===== config.mk =====
export PLATFORM = sky130hd
export DESIGN_NAME = thermal_pin_timer_and_trip
export DESIGN_NICKNAME = d
export VERILOG_FILES = /design/src/rtl/thermal_pkg.sv /design/src/rtl/thermal_pin_timer_and_trip.sv
export SDC_FILE = /design/constraint.sdc
export NUM_CORES = 1
export LEC_CHECK = 0
export CAP_MARGIN = 20
export CORE_ASPECT_RATIO = 1.75
export CORE_MARGIN = 4
export CORE_UTILIZATION = 55
export DETAILED_ROUTE_END_ITERATION = 6
export DONT_BUFFER_PORTS = 1
export PLACE_DENSITY = 0.74
export SLEW_MARGIN = 20
export SYNTH_ARGS = -nofsm -noshare
export SYNTH_HDL_FRONTEND = slang
export SYNTH_SLANG_ARGS = --single-unit

===== constraint.sdc =====
create_clock -name clock -period 2.6 [get_ports clock]
set_clock_uncertainty 0.15 [all_clocks]
set_input_delay 0.39 -clock clock [delete_from_list [all_inputs] [get_ports clock]]
set_output_delay 0.39 -clock clock [all_outputs]
set_load 0.01 [all_outputs]

===== src/rtl/thermal_pkg.sv =====
// constants shared by the thermal pin timer and trip block
package thermal_pkg;

    // ------------------------------------------------------------
    // bus and structure widths
    // ------------------------------------------------------------
    localparam int ADDR_W     = 8;
    localparam int DATA_W     = 8;
    localparam int CHANNELS   = 3;
    localparam int FANS       = 3;
    localparam int TEMP_W     = 10;
    localparam int PRESCALE_W = 22;

    // ------------------------------------------------------------
    // register offsets
    // ------------------------------------------------------------
    localparam logic [7:0] OFS_STATUS_SECOND    = 8'h42;
    localparam logic [7:0] OFS_REMOTE1_CFG      = 8'h5F;
    localparam logic [7:0] OFS_LOCAL_CFG        = 8'h60;
    localparam logic [7:0] OFS_REMOTE2_CFG      = 8'h61;
    localparam logic [7:0] OFS_REMOTE1_CRIT     = 8'h6A;
    localparam logic [7:0] OFS_LOCAL_CRIT       = 8'h6B;
    localparam logic [7:0] OFS_REMOTE2_CRIT     = 8'h6C;
    localparam logic [7:0] OFS_ALERT_MASK_2     = 8'h75;
    localparam logic [7:0] OFS_CONFIG_THIRD     = 8'h78;
    localparam logic [7:0] OFS_TIMER_COUNTER    = 8'h79;
    localparam logic [7:0] OFS_TIMER_LIMIT      = 8'h7A;
    localparam logic [7:0] OFS_TEMP_FORMAT      = 8'h7C;
    localparam logic [7:0] OFS_CONFIG_FOURTH    = 8'h7D;

    // ------------------------------------------------------------
    // field positions
    // ------------------------------------------------------------
    localparam int CFG3_THERMAL_EVENT_PIN_EN_BIT = 1;
    localparam int CFG3_BOOST_BIT    = 2;
    localparam int CH_THERMAL_EVENT_PIN_OUT_BIT  = 3;
    localparam int STATUS2_F4P_BIT   = 5;
    localparam int MASK2_F4P_BIT     = 5;
    localparam int FMT_OFFSET_BIT    = 0;

    // ------------------------------------------------------------
    // shared pin function codes (field value of config_fourth[1:0])
    // ------------------------------------------------------------
    localparam logic [1:0] PIN_FN_TACH    = 2'h0;
    localparam logic [1:0] PIN_FN_ALERT   = 2'h1;
    localparam logic [1:0] PIN_FN_THERMAL = 2'h2;
    localparam logic [1:0] PIN_FN_GPIO    = 2'h3;

    // ------------------------------------------------------------
    // values after reset and special codes
    // ------------------------------------------------------------
    localparam logic [7:0] CFG_RESET          = 8'h00;
    localparam logic [7:0] CRIT_RESET         = 8'h7F;
    localparam logic [7:0] LIMIT_RESET        = 8'h00;
    localparam logic [7:0] TIMER_FULL         = 8'hFF;
    localparam logic [7:0] TIMER_LSB_STEPS    = 8'h02;
    localparam logic [7:0] CRIT_OFF_OFFSET    = 8'h00;
    localparam logic [7:0] CRIT_OFF_TWOS      = 8'h80;

    // ------------------------------------------------------------
    // timing
    // ------------------------------------------------------------
    localparam int CLOCK_PERIOD_NS     = 8;
    localparam int STEP_TIME_NS        = 22760000;
    localparam int STEP_CYCLES_DEFAULT = STEP_TIME_NS / CLOCK_PERIOD_NS;

endpackage : thermal_pkg


===== src/rtl/thermal_pin_timer_and_trip.sv =====
// thermal event pin: function select, assertion timer, limit flag, alert, boost, trip
module thermal_pin_timer_and_trip
    import thermal_pkg::*;
#(
    parameter int STEP_CYCLES = STEP_CYCLES_DEFAULT
) (
    // clock and reset
    input  wire logic                           clock,
    input  wire logic                           rst_n,
    // register port
    input  wire logic [ADDR_W-1:0]              reg_addr,
    input  wire logic [DATA_W-1:0]              reg_wdata,
    input  wire logic                           reg_write,
    input  wire logic                           reg_read,
    output logic      [DATA_W-1:0]              reg_rdata,
    // dedicated thermal event pin (open drain)
    input  wire logic                           thermal_event_pin_in,
    output logic                                thermal_event_pin_out,
    output logic                                thermal_event_pin_oe,
    // shared pin (open drain)
    input  wire logic                           shared_pin_in,
    output logic                                shared_pin_out,
    output logic                                shared_pin_oe,
    // pin role indications
    output logic                                supply_sense_select,
    output logic                                fan4_tach_input_select,
    output logic                                shared_gpio_select,
    // temperature measurements
    input  wire logic [CHANNELS-1:0][TEMP_W-1:0] temp_value,
    input  wire logic [CHANNELS-1:0]            temp_valid,
    // fan control
    input  wire logic [FANS-1:0]                fan_running,
    input  wire logic                           fan4_underspeed,
    output logic      [FANS-1:0]                fan_boost,
    // alert
    output logic                                alert_n
);

    // ------------------------------------------------------------
    // state
    // ------------------------------------------------------------
    typedef struct packed {
        logic [CHANNELS-1:0][7:0]  ch_cfg;
        logic [CHANNELS-1:0][7:0]  crit;
        logic [7:0]                mask2;
        logic [7:0]                cfg3;
        logic [7:0]                cfg4;
        logic [7:0]                limit;
        logic [7:0]                fmt;
        logic [1:0]                pin20_sync;
        logic [1:0]                shared_sync;
        logic [PRESCALE_W-1:0]     prescale;
        logic [7:0]                steps;
        logic                      seen;
        logic                      f4p;
        logic                      alert;
        logic [CHANNELS-1:0]       trip;
        logic [FANS-1:0]           boost;
        logic [DATA_W-1:0]         rdata;
    } state_s;

    state_s state;
    state_s next_state;

    logic [PRESCALE_W-1:0] step_last;
    logic                  thermal_event_pin_en;
    logic                  shared_thermal;
    logic                  input_active;
    logic                  timer_read;
    logic                  status_read;
    logic [7:0]            timer_value;
    logic                  over_limit;
    logic                  f4p_cond;
    logic [CHANNELS-1:0]   next_trip;

    assign step_last = PRESCALE_W'(STEP_CYCLES - 1);

    // ------------------------------------------------------------
    // pin role decode
    // ------------------------------------------------------------
    // enable resets clear
    assign thermal_event_pin_en = state.cfg3[CFG3_THERMAL_EVENT_PIN_EN_BIT];
    assign shared_thermal = thermal_event_pin_en && (state.cfg4[1:0] == PIN_FN_THERMAL);
    assign supply_sense_select    = !thermal_event_pin_en;
    assign fan4_tach_input_select = (state.cfg4[1:0] == PIN_FN_TACH);
    assign shared_gpio_select     = (state.cfg4[1:0] == PIN_FN_GPIO);

    assign input_active = (thermal_event_pin_en && !state.pin20_sync[1])
                       || (shared_thermal && !state.shared_sync[1]);

    assign timer_read  = reg_read && (reg_addr == OFS_TIMER_COUNTER);
    assign status_read = reg_read && (reg_addr == OFS_STATUS_SECOND);

    always_comb begin
        if (state.steps >= TIMER_LSB_STEPS) begin
            timer_value = state.steps;
        end else begin
            timer_value = {7'h00, state.seen};
        end
    end

    assign over_limit = thermal_event_pin_en && (timer_value > state.limit);
    assign f4p_cond = thermal_event_pin_en ? over_limit
                    : (fan4_tach_input_select && fan4_underspeed);

    // ------------------------------------------------------------
    // critical trip per channel
    // ------------------------------------------------------------
    genvar ch;
    generate
        for (ch = 0; ch < CHANNELS; ch++) begin : g_trip
            logic              offset_mode;
            logic              limit_off;
            logic [TEMP_W-1:0] lim_ext;
            logic              above;
            assign offset_mode = state.fmt[FMT_OFFSET_BIT];
            assign limit_off = offset_mode ? (state.crit[ch] <= CRIT_OFF_OFFSET)
                                           : (state.crit[ch] == CRIT_OFF_TWOS);
            assign lim_ext = {state.crit[ch], 2'b00};
            assign above = offset_mode ? (temp_value[ch] > lim_ext)
                                       : ($signed(temp_value[ch]) > $signed(lim_ext));
            always_comb begin
                next_trip[ch] = state.trip[ch];
                if (!state.ch_cfg[ch][CH_THERMAL_EVENT_PIN_OUT_BIT] || limit_off) begin
                    next_trip[ch] = 1'b0;
                end else if (temp_valid[ch]) begin
                    next_trip[ch] = above;
                end
            end
        end
    endgenerate

    // ------------------------------------------------------------
    // next state
    // ------------------------------------------------------------
    always_comb begin
        next_state = state;

        next_state.pin20_sync  = {state.pin20_sync[0], thermal_event_pin_in};
        next_state.shared_sync = {state.shared_sync[0], shared_pin_in};

        // register writes
        if (reg_write) begin
            case (reg_addr)
                OFS_REMOTE1_CFG:   next_state.ch_cfg[0] = reg_wdata;
                OFS_LOCAL_CFG:     next_state.ch_cfg[1] = reg_wdata;
                OFS_REMOTE2_CFG:   next_state.ch_cfg[2] = reg_wdata;
                OFS_REMOTE1_CRIT:  next_state.crit[0]   = reg_wdata;
                OFS_LOCAL_CRIT:    next_state.crit[1]   = reg_wdata;
                OFS_REMOTE2_CRIT:  next_state.crit[2]   = reg_wdata;
                OFS_ALERT_MASK_2:  next_state.mask2     = reg_wdata;
                OFS_CONFIG_THIRD:  next_state.cfg3      = reg_wdata;
                OFS_TIMER_LIMIT:   next_state.limit     = reg_wdata;
                OFS_TEMP_FORMAT:   next_state.fmt       = reg_wdata;
                OFS_CONFIG_FOURTH: next_state.cfg4      = reg_wdata;
                default:           next_state.mask2     = state.mask2;
            endcase
        end

        if (timer_read) begin
            next_state.prescale = '0;
            next_state.steps    = 8'h00;
            next_state.seen     = input_active;
        end else if (input_active) begin
            next_state.seen = 1'b1;
            if (state.prescale == step_last) begin
                next_state.prescale = '0;
                if (state.steps != TIMER_FULL) begin
                    next_state.steps = state.steps + 8'h01;
                end
            end else begin
                next_state.prescale = state.prescale + PRESCALE_W'(1);
            end
        end

        if (f4p_cond) begin
            next_state.f4p = 1'b1;
        end else if (status_read) begin
            next_state.f4p = 1'b0;
        end

        next_state.alert = (next_state.f4p || f4p_cond) && !state.mask2[MASK2_F4P_BIT];

        next_state.trip = next_trip;

        next_state.boost = (state.cfg3[CFG3_BOOST_BIT] && input_active)
                         ? fan_running : '0;

        // read data
        next_state.rdata = 8'h00;
        if (reg_read) begin
            case (reg_addr)
                OFS_STATUS_SECOND: next_state.rdata = {2'b00, state.f4p, 5'b00000};
                OFS_REMOTE1_CFG:   next_state.rdata = state.ch_cfg[0];
                OFS_LOCAL_CFG:     next_state.rdata = state.ch_cfg[1];
                OFS_REMOTE2_CFG:   next_state.rdata = state.ch_cfg[2];
                OFS_REMOTE1_CRIT:  next_state.rdata = state.crit[0];
                OFS_LOCAL_CRIT:    next_state.rdata = state.crit[1];
                OFS_REMOTE2_CRIT:  next_state.rdata = state.crit[2];
                OFS_ALERT_MASK_2:  next_state.rdata = state.mask2;
                OFS_CONFIG_THIRD:  next_state.rdata = state.cfg3;
                OFS_TIMER_COUNTER: next_state.rdata = timer_value;
                OFS_TIMER_LIMIT:   next_state.rdata = state.limit;
                OFS_TEMP_FORMAT:   next_state.rdata = state.fmt;
                OFS_CONFIG_FOURTH: next_state.rdata = state.cfg4;
                default:           next_state.rdata = 8'h00;
            endcase
        end
    end

    // ------------------------------------------------------------
    // registers
    // ------------------------------------------------------------
    always_ff @(posedge clock) begin
        if (!rst_n) begin
            state.ch_cfg      <= {CHANNELS{CFG_RESET}};
            state.crit        <= {CHANNELS{CRIT_RESET}};
            state.mask2       <= CFG_RESET;
            state.cfg3        <= CFG_RESET;
            state.cfg4        <= CFG_RESET;
            state.limit       <= LIMIT_RESET;
            state.fmt         <= CFG_RESET;
            state.pin20_sync  <= 2'b11;
            state.shared_sync <= 2'b11;
            state.prescale    <= '0;
            state.steps       <= 8'h00;
            state.seen        <= 1'b0;
            state.f4p         <= 1'b0;
            state.alert       <= 1'b0;
            state.trip        <= '0;
            state.boost       <= '0;
            state.rdata       <= 8'h00;
        end else begin
            state <= next_state;
        end
    end

    // ------------------------------------------------------------
    // outputs
    // ------------------------------------------------------------
    assign reg_rdata = state.rdata;
    assign fan_boost = state.boost;
    assign alert_n   = !state.alert;

    assign thermal_event_pin_out = 1'b0;
    assign thermal_event_pin_oe  = thermal_event_pin_en && (|state.trip);
    assign shared_pin_out        = 1'b0;
    assign shared_pin_oe = (shared_thermal && (|state.trip))
                        || ((state.cfg4[1:0] == PIN_FN_ALERT) && state.alert);

endmodule : thermal_pin_timer_and_trip


[Word level (Yosys, flattened, before mapping)]
Cells that the tools add are included.
Cells by class
  shift operators: 0
  div/mod/pow operators: 0
  bitwise logic cells: 1
  reduce and logical (&&, ||, !) cells: 47
  $add $sub $neg: 2
  mux-type cells: 14
  $mul: 0
  order comparisons: 11
  equal/unequal tests: 21
Operator list (number)
  == test 8 x 7 -> 1 bit (second input constant): 13
  case mux 8 bit (13 select lines): 1
  > comparator 10 bit: 6
  AND reduction 2 bit: 13
  == test 8 bit (second input constant): 3
  less-or-equal comparator 8 x 1 -> 1 bit (second input constant): 3
  adder 22 x 1 -> 22 bit (second input constant): 1
  == test 22 bit (second input constant): 1
  2-to-1 mux 22 bit: 1
  logical AND 1 bit: 12
  2-to-1 mux 1 bit: 11
  adder 8 x 1 -> 8 bit (second input constant): 1
  greater-or-equal comparator 8 x 2 -> 1 bit (second input constant): 1
  > comparator 8 bit: 1
  zero test 1 bit: 8
  2-to-1 mux 8 bit: 1
  inequality test 8 bit (second input constant): 1
  OR reduction 2 bit: 4
  logical OR 1 bit: 6
  == test 2 bit (second input constant): 2
  AND reduction 3 bit: 1
  OR reduction 3 bit: 1
  == test 2 x 1 -> 1 bit (second input constant): 1
  zero test 2 bit: 1
  2 further kinds: 2
Storage, ports and cells
  logic and storage cells: 119
  output and inout bits: 19
  memory bits (writable): 0
  bits in read-only memories: 0
  bits of input ports: 59
  latch bits: 0
  memories kept: 0
  flip-flop bits (word level): 139

[Logic depth before layout (Yosys ltp)]
  word-level depth: 8
  mapped depth: 12

[Worst setup path after synthesis]
No wires, ideal clock.
  kind: register -> register
  start: register state[17] in the netlist's numbering
  end: register state[14] in the netlist's numbering
  arrival time: 1925 ps
  buffers on the path: 0
  setup time: 114 ps
  required time: 2336 ps
  cell stages (with the launch flop): 13
  slack: 411 ps
  cells stage by stage: dfxtp_1 inv_1 ha_1 nor4_1 a21oi_1 a31oi_1 ha_1 nor2b_1 o211ai_1 a21oi_1 o221ai_1 a21boi_0 nor2b_1
Between the ends
  word-level cells in the longest chain between the ends: 8
RTL lines
  from (decl): RTL line thermal_pin_timer_and_trip.sv:62  | state_s state;
  from (signal assigned): RTL line thermal_pin_timer_and_trip.sv:234  | state <= next_state;
  greater-or-equal comparator 8 x 2 -> 1 bit: RTL line thermal_pin_timer_and_trip.sv:95  | if (state.steps >= TIMER_LSB_STEPS) begin
  2-to-1 mux 8 bit (*): RTL line thermal_pin_timer_and_trip.sv:95
  > comparator 8 bit (*): RTL line thermal_pin_timer_and_trip.sv:102  | assign over_limit = thermal_event_pin_en && (timer_value > state.limit);
  logical AND 1 bit (*): RTL line thermal_pin_timer_and_trip.sv:102
  2-to-1 mux 1 bit (*): RTL line thermal_pin_timer_and_trip.sv:103  | assign f4p_cond = thermal_event_pin_en ? over_limit
  2-to-1 mux 1 bit: RTL line thermal_pin_timer_and_trip.sv:176  | if (f4p_cond) begin
  logical OR 1 bit (*): RTL line thermal_pin_timer_and_trip.sv:182  | next_state.alert = (next_state.f4p || f4p_cond) && !state.mask2[MASK2_F4P_BIT];
  logical AND 1 bit (*): RTL line thermal_pin_timer_and_trip.sv:182
Every way passes the cells marked *; elsewhere a longest branch is shown, timed or not.
A chain may end at the register's enable or synchronous reset.

[Final worst setup path]
Ends and elaborated chain as after synthesis.

==> impl_metrics.toml <==
[critical_path]
crit_type = "reg -> reg"
cp.arrival_ps = 2650
r2r_start = "state[17]$_SDFFE_PP0P_"
required_ps = 2750
critPathLaunch = "state[17]$_SDFFE_PP0P_"
ff2ff_setup_slack_ps = 100
critPathSlowestCell = "dfxtp_1"
reg2regPathDepth = 12
cp_max_fo = 4
path_cells = "inv_1, ha_1, nor4_1, a21oi_1, a31oi_1, ha_1, nor2b_1, o211ai_1, a21oi_1, o221ai_1, a21boi_0, nor2b_1"
endpoint_kind = "flip-flop"
cp-start-kind = "flip-flop"
worstReg2RegEnd = "state[14]$_SDFF_PN0_"
critical-path-max-stage-delay_ps = 390
crit_end = "state[14]$_SDFF_PN0_"

[die]
coreArea_mm2 = 0.01345
ios = 78
fp.dieH_um = 163.1
row_count = 56
die_area_mm2 = 0.01576
initial_core_util_pct = 56.21
dieWidth_um = 96.64

[clocking]
clockBufferDepth = 2
htreeDepth = 4
cts_tree = "done"
clkTransAtPathRegs_ps = 60
worst_skew_pair.late_latency_ps = 420
post-cts-setup-buffer-count = 0
cts_root_buffer = "clkbuf_16"
cts_resized = 0
clock_sinks = 139
ctsHoldBuffers = 23
cts_made_buffers = 17

[layout]
area_growth_pct = 11.98
final_net_count = 994
instances_no_fill = 1086
drive_gt1_share_pct = 6.798
seq_area_mm2 = 0.002783
fillers = 1197
diodes = 0
multiInputGateArea_mm2 = 0.004284

[yosys]
post_synth.cell_area_avg_um2 = 8.328
ys_seq_area_share_pct = 36.80
synth_ff_type = "dfxtp_1"
synthTopCellsByCount = "139 x dfxtp_1, 128 x nand2_1, 58 x nor2_1"
synth-edff-count = 0
synthArstFlopShare_pct = 0
synth_area_leader_cell = "dfxtp_1"
synth_area_leaders = "dfxtp_1 37%, mux2i_1 7.4%, nand2_1 6.4%, ha_1 5.8%, nor2b_1 3.8%"
ys_types = 68
synth_area_mm2 = 0.007562
synth.most_common_cell = "dfxtp_1"
synth-seq-cells = 139
synthDominantCellAreaShare_pct = 36.80
ys.warnings.count = 0
synthCells = 908

[sta]
drv_slew = 0
max_freq_mhz = 399.9
fin_crit_sh_pct = 96.17
worst_pin_slew_ps = 669.1
setup_violations = 0
relSlewSlack_pct = 55.25
worst_hold_slack_ps = 6.765
rsz0062_at_grt = "false"
fin_ws_ps = 99.57
timing.setup.tns_ps = 0
min_period_ps = 2500
hold_violations = 0

[pwr]
finalPower_mw = 4.949
pwr_density_cell_mw_per_mm2 = 584.4
vdd_drop_max_uv = 411.4
leakagePower_nw = 3.251

[grt]
grt_pass1_vias = 6640
grt_pass1_wl_um = 36200
antenna_found_initial = 0
grt_max_degree = 93
track_usage_pct = 29.54
grt_overflow = 0

[route]
dr.pass1.iters = 5
via_per_inst = 6.099
drtIter0Drc = 401
postRouteAntennaNets = 0
routed_wl_um = 23360
num_vias = 6623
wl_per_cell_um = 21.51
drc = 0

[job]
drv_cap = 0

[placed_design]
dpl_worst_slack_ps = 140.8
gp_congestion = 0.9357
port_buffers = 0
detailed_place_hpwl_um = 15870
dpl.cell_count = 1031

[run_status]
status = "complete, no violations"

[worst_hold_path]
hp-class = "in -> reg"
-- power breakdown --
| part | internal (mW) | switching [mW] | leakage [nW] | total (mW) |
|---|---|---|---|---|
| logic | 0.0966 | 0.129 | 1.83 | 0.226 |
| clock network | 1.65 | 0.929 | 0.296 | 2.58 |
| registers | 2.14 | 0.00358 | 1.12 | 2.14 |
| total | 3.89 | 1.06 | 3.25 | 4.95 |
-- critical path: cells and delay by family, from the launching register on --
kind | cells | cell delay (ps)
AOI/OAI and AO/OA | 6 | 920
and+or+nand+nor | 3 | 460
DFF | 1 | 390
adders and majority gates | 2 | 380
buffers and inverters | 1 | 90
-- final cells by class --
class,count,area share [%]
timing repair buffer,43,4.728
clock inverter,10,1.950
tap,174,2.571
multi-input combinational,657,50.59
sequential,139,32.86
clock buffer,21,5.437
inverter,42,1.862
-- layout by cell type, fill, tap and decap left out, types with 4 or more instances in the layout --
cell / n
nand2_1: 128
nor2_1: 58
nand3_1: 29
and3_1: 9
nor4_1: 8
dlygate4sd3_1: 23
and2_1: 11
nand2b_1: 12
a22o_1: 5
bufinv_16: 4
nand4_1: 16
ha_1: 35
o21ai_0: 15
o22ai_1: 5
xor2_1: 8
a22oi_1: 12
o211ai_1: 16
mux2i_1: 56
inv_1: 42
clkbuf_16: 17
or3_1: 5
buf_4: 19
a21boi_0: 35
nor3_1: 24
a21oi_1: 29
nor4b_1: 4
dfxtp_1: 139
a31oi_1: 13
xnor2_1: 19
nand3b_1: 5
nor2b_1: 46
-- layer usage --
layer / share of wire [%] / GRT usage [%] / wire (µm)
met5: 0 / 0 / 0
met4: 8.6 / 23.32 / 2018
met3: 6.6 / 7.179 / 1531
met2: 50 / 51.98 / 11590
met1: 35 / 29.51 / 8220
-- state kept, by name (all words and copies together) (netlist names) --
signal	count
state	101
g_trip.lim_ext	24
reg_rdata	8
fan_boost	3
next_state	2
g_trip.offset_mode	1
-- cell families (layout without fill, tap and decap cells) --
| group | after synthesis | count (layout) | synth area share, % |
|---|---|---|---|
| and+or+nand+nor | 379 | 379 | 25.71 |
| AOI/OAI and AO/OA | 156 | 156 | 14.21 |
| DFF | 139 | 139 | 36.80 |
| buffers and inverters | 113 | 116 | 6.601 |
| muxes | 58 | 58 | 7.710 |
| adders and majority gates | 35 | 35 | 5.791 |
| xor gates and xnor gates | 27 | 27 | 3.127 |
| other | 1 | 2 | 0.04959 |
-- metrics by stage --
stage	utilization, %	area, µm²
final	62.95	8468
after global routing	62.95	8468
after CTS	62.87	8458
after detailed placement	56.38	7585
after floorplan	-	7566
after global placement	56.38	7585
-- worst min path at each step --
stage / to / depth (start not counted) / slack, ps / from
finish: state[66]$_SDFFE_PN0P_ / 2 / 7 / reg_wdata[7]
global route: state[59]$_SDFFE_PN0P_ / 2 / 7 / reg_wdata[0]
CTS: state[62]$_SDFFE_PN0P_ / 2 / 2 / reg_wdata[3]
detailed placement: state[50]$_SDFF_PN1_ / 1 / 260 / next_state[50]$_SDFF_PN1_
global placement: state[48]$_SDFF_PN1_ / 1 / 240 / next_state[48]$_SDFF_PN1_
floorplan: state[48]$_SDFF_PN1_ / 1 / 240 / next_state[48]$_SDFF_PN1_
(Power assumes the default switching activity.)
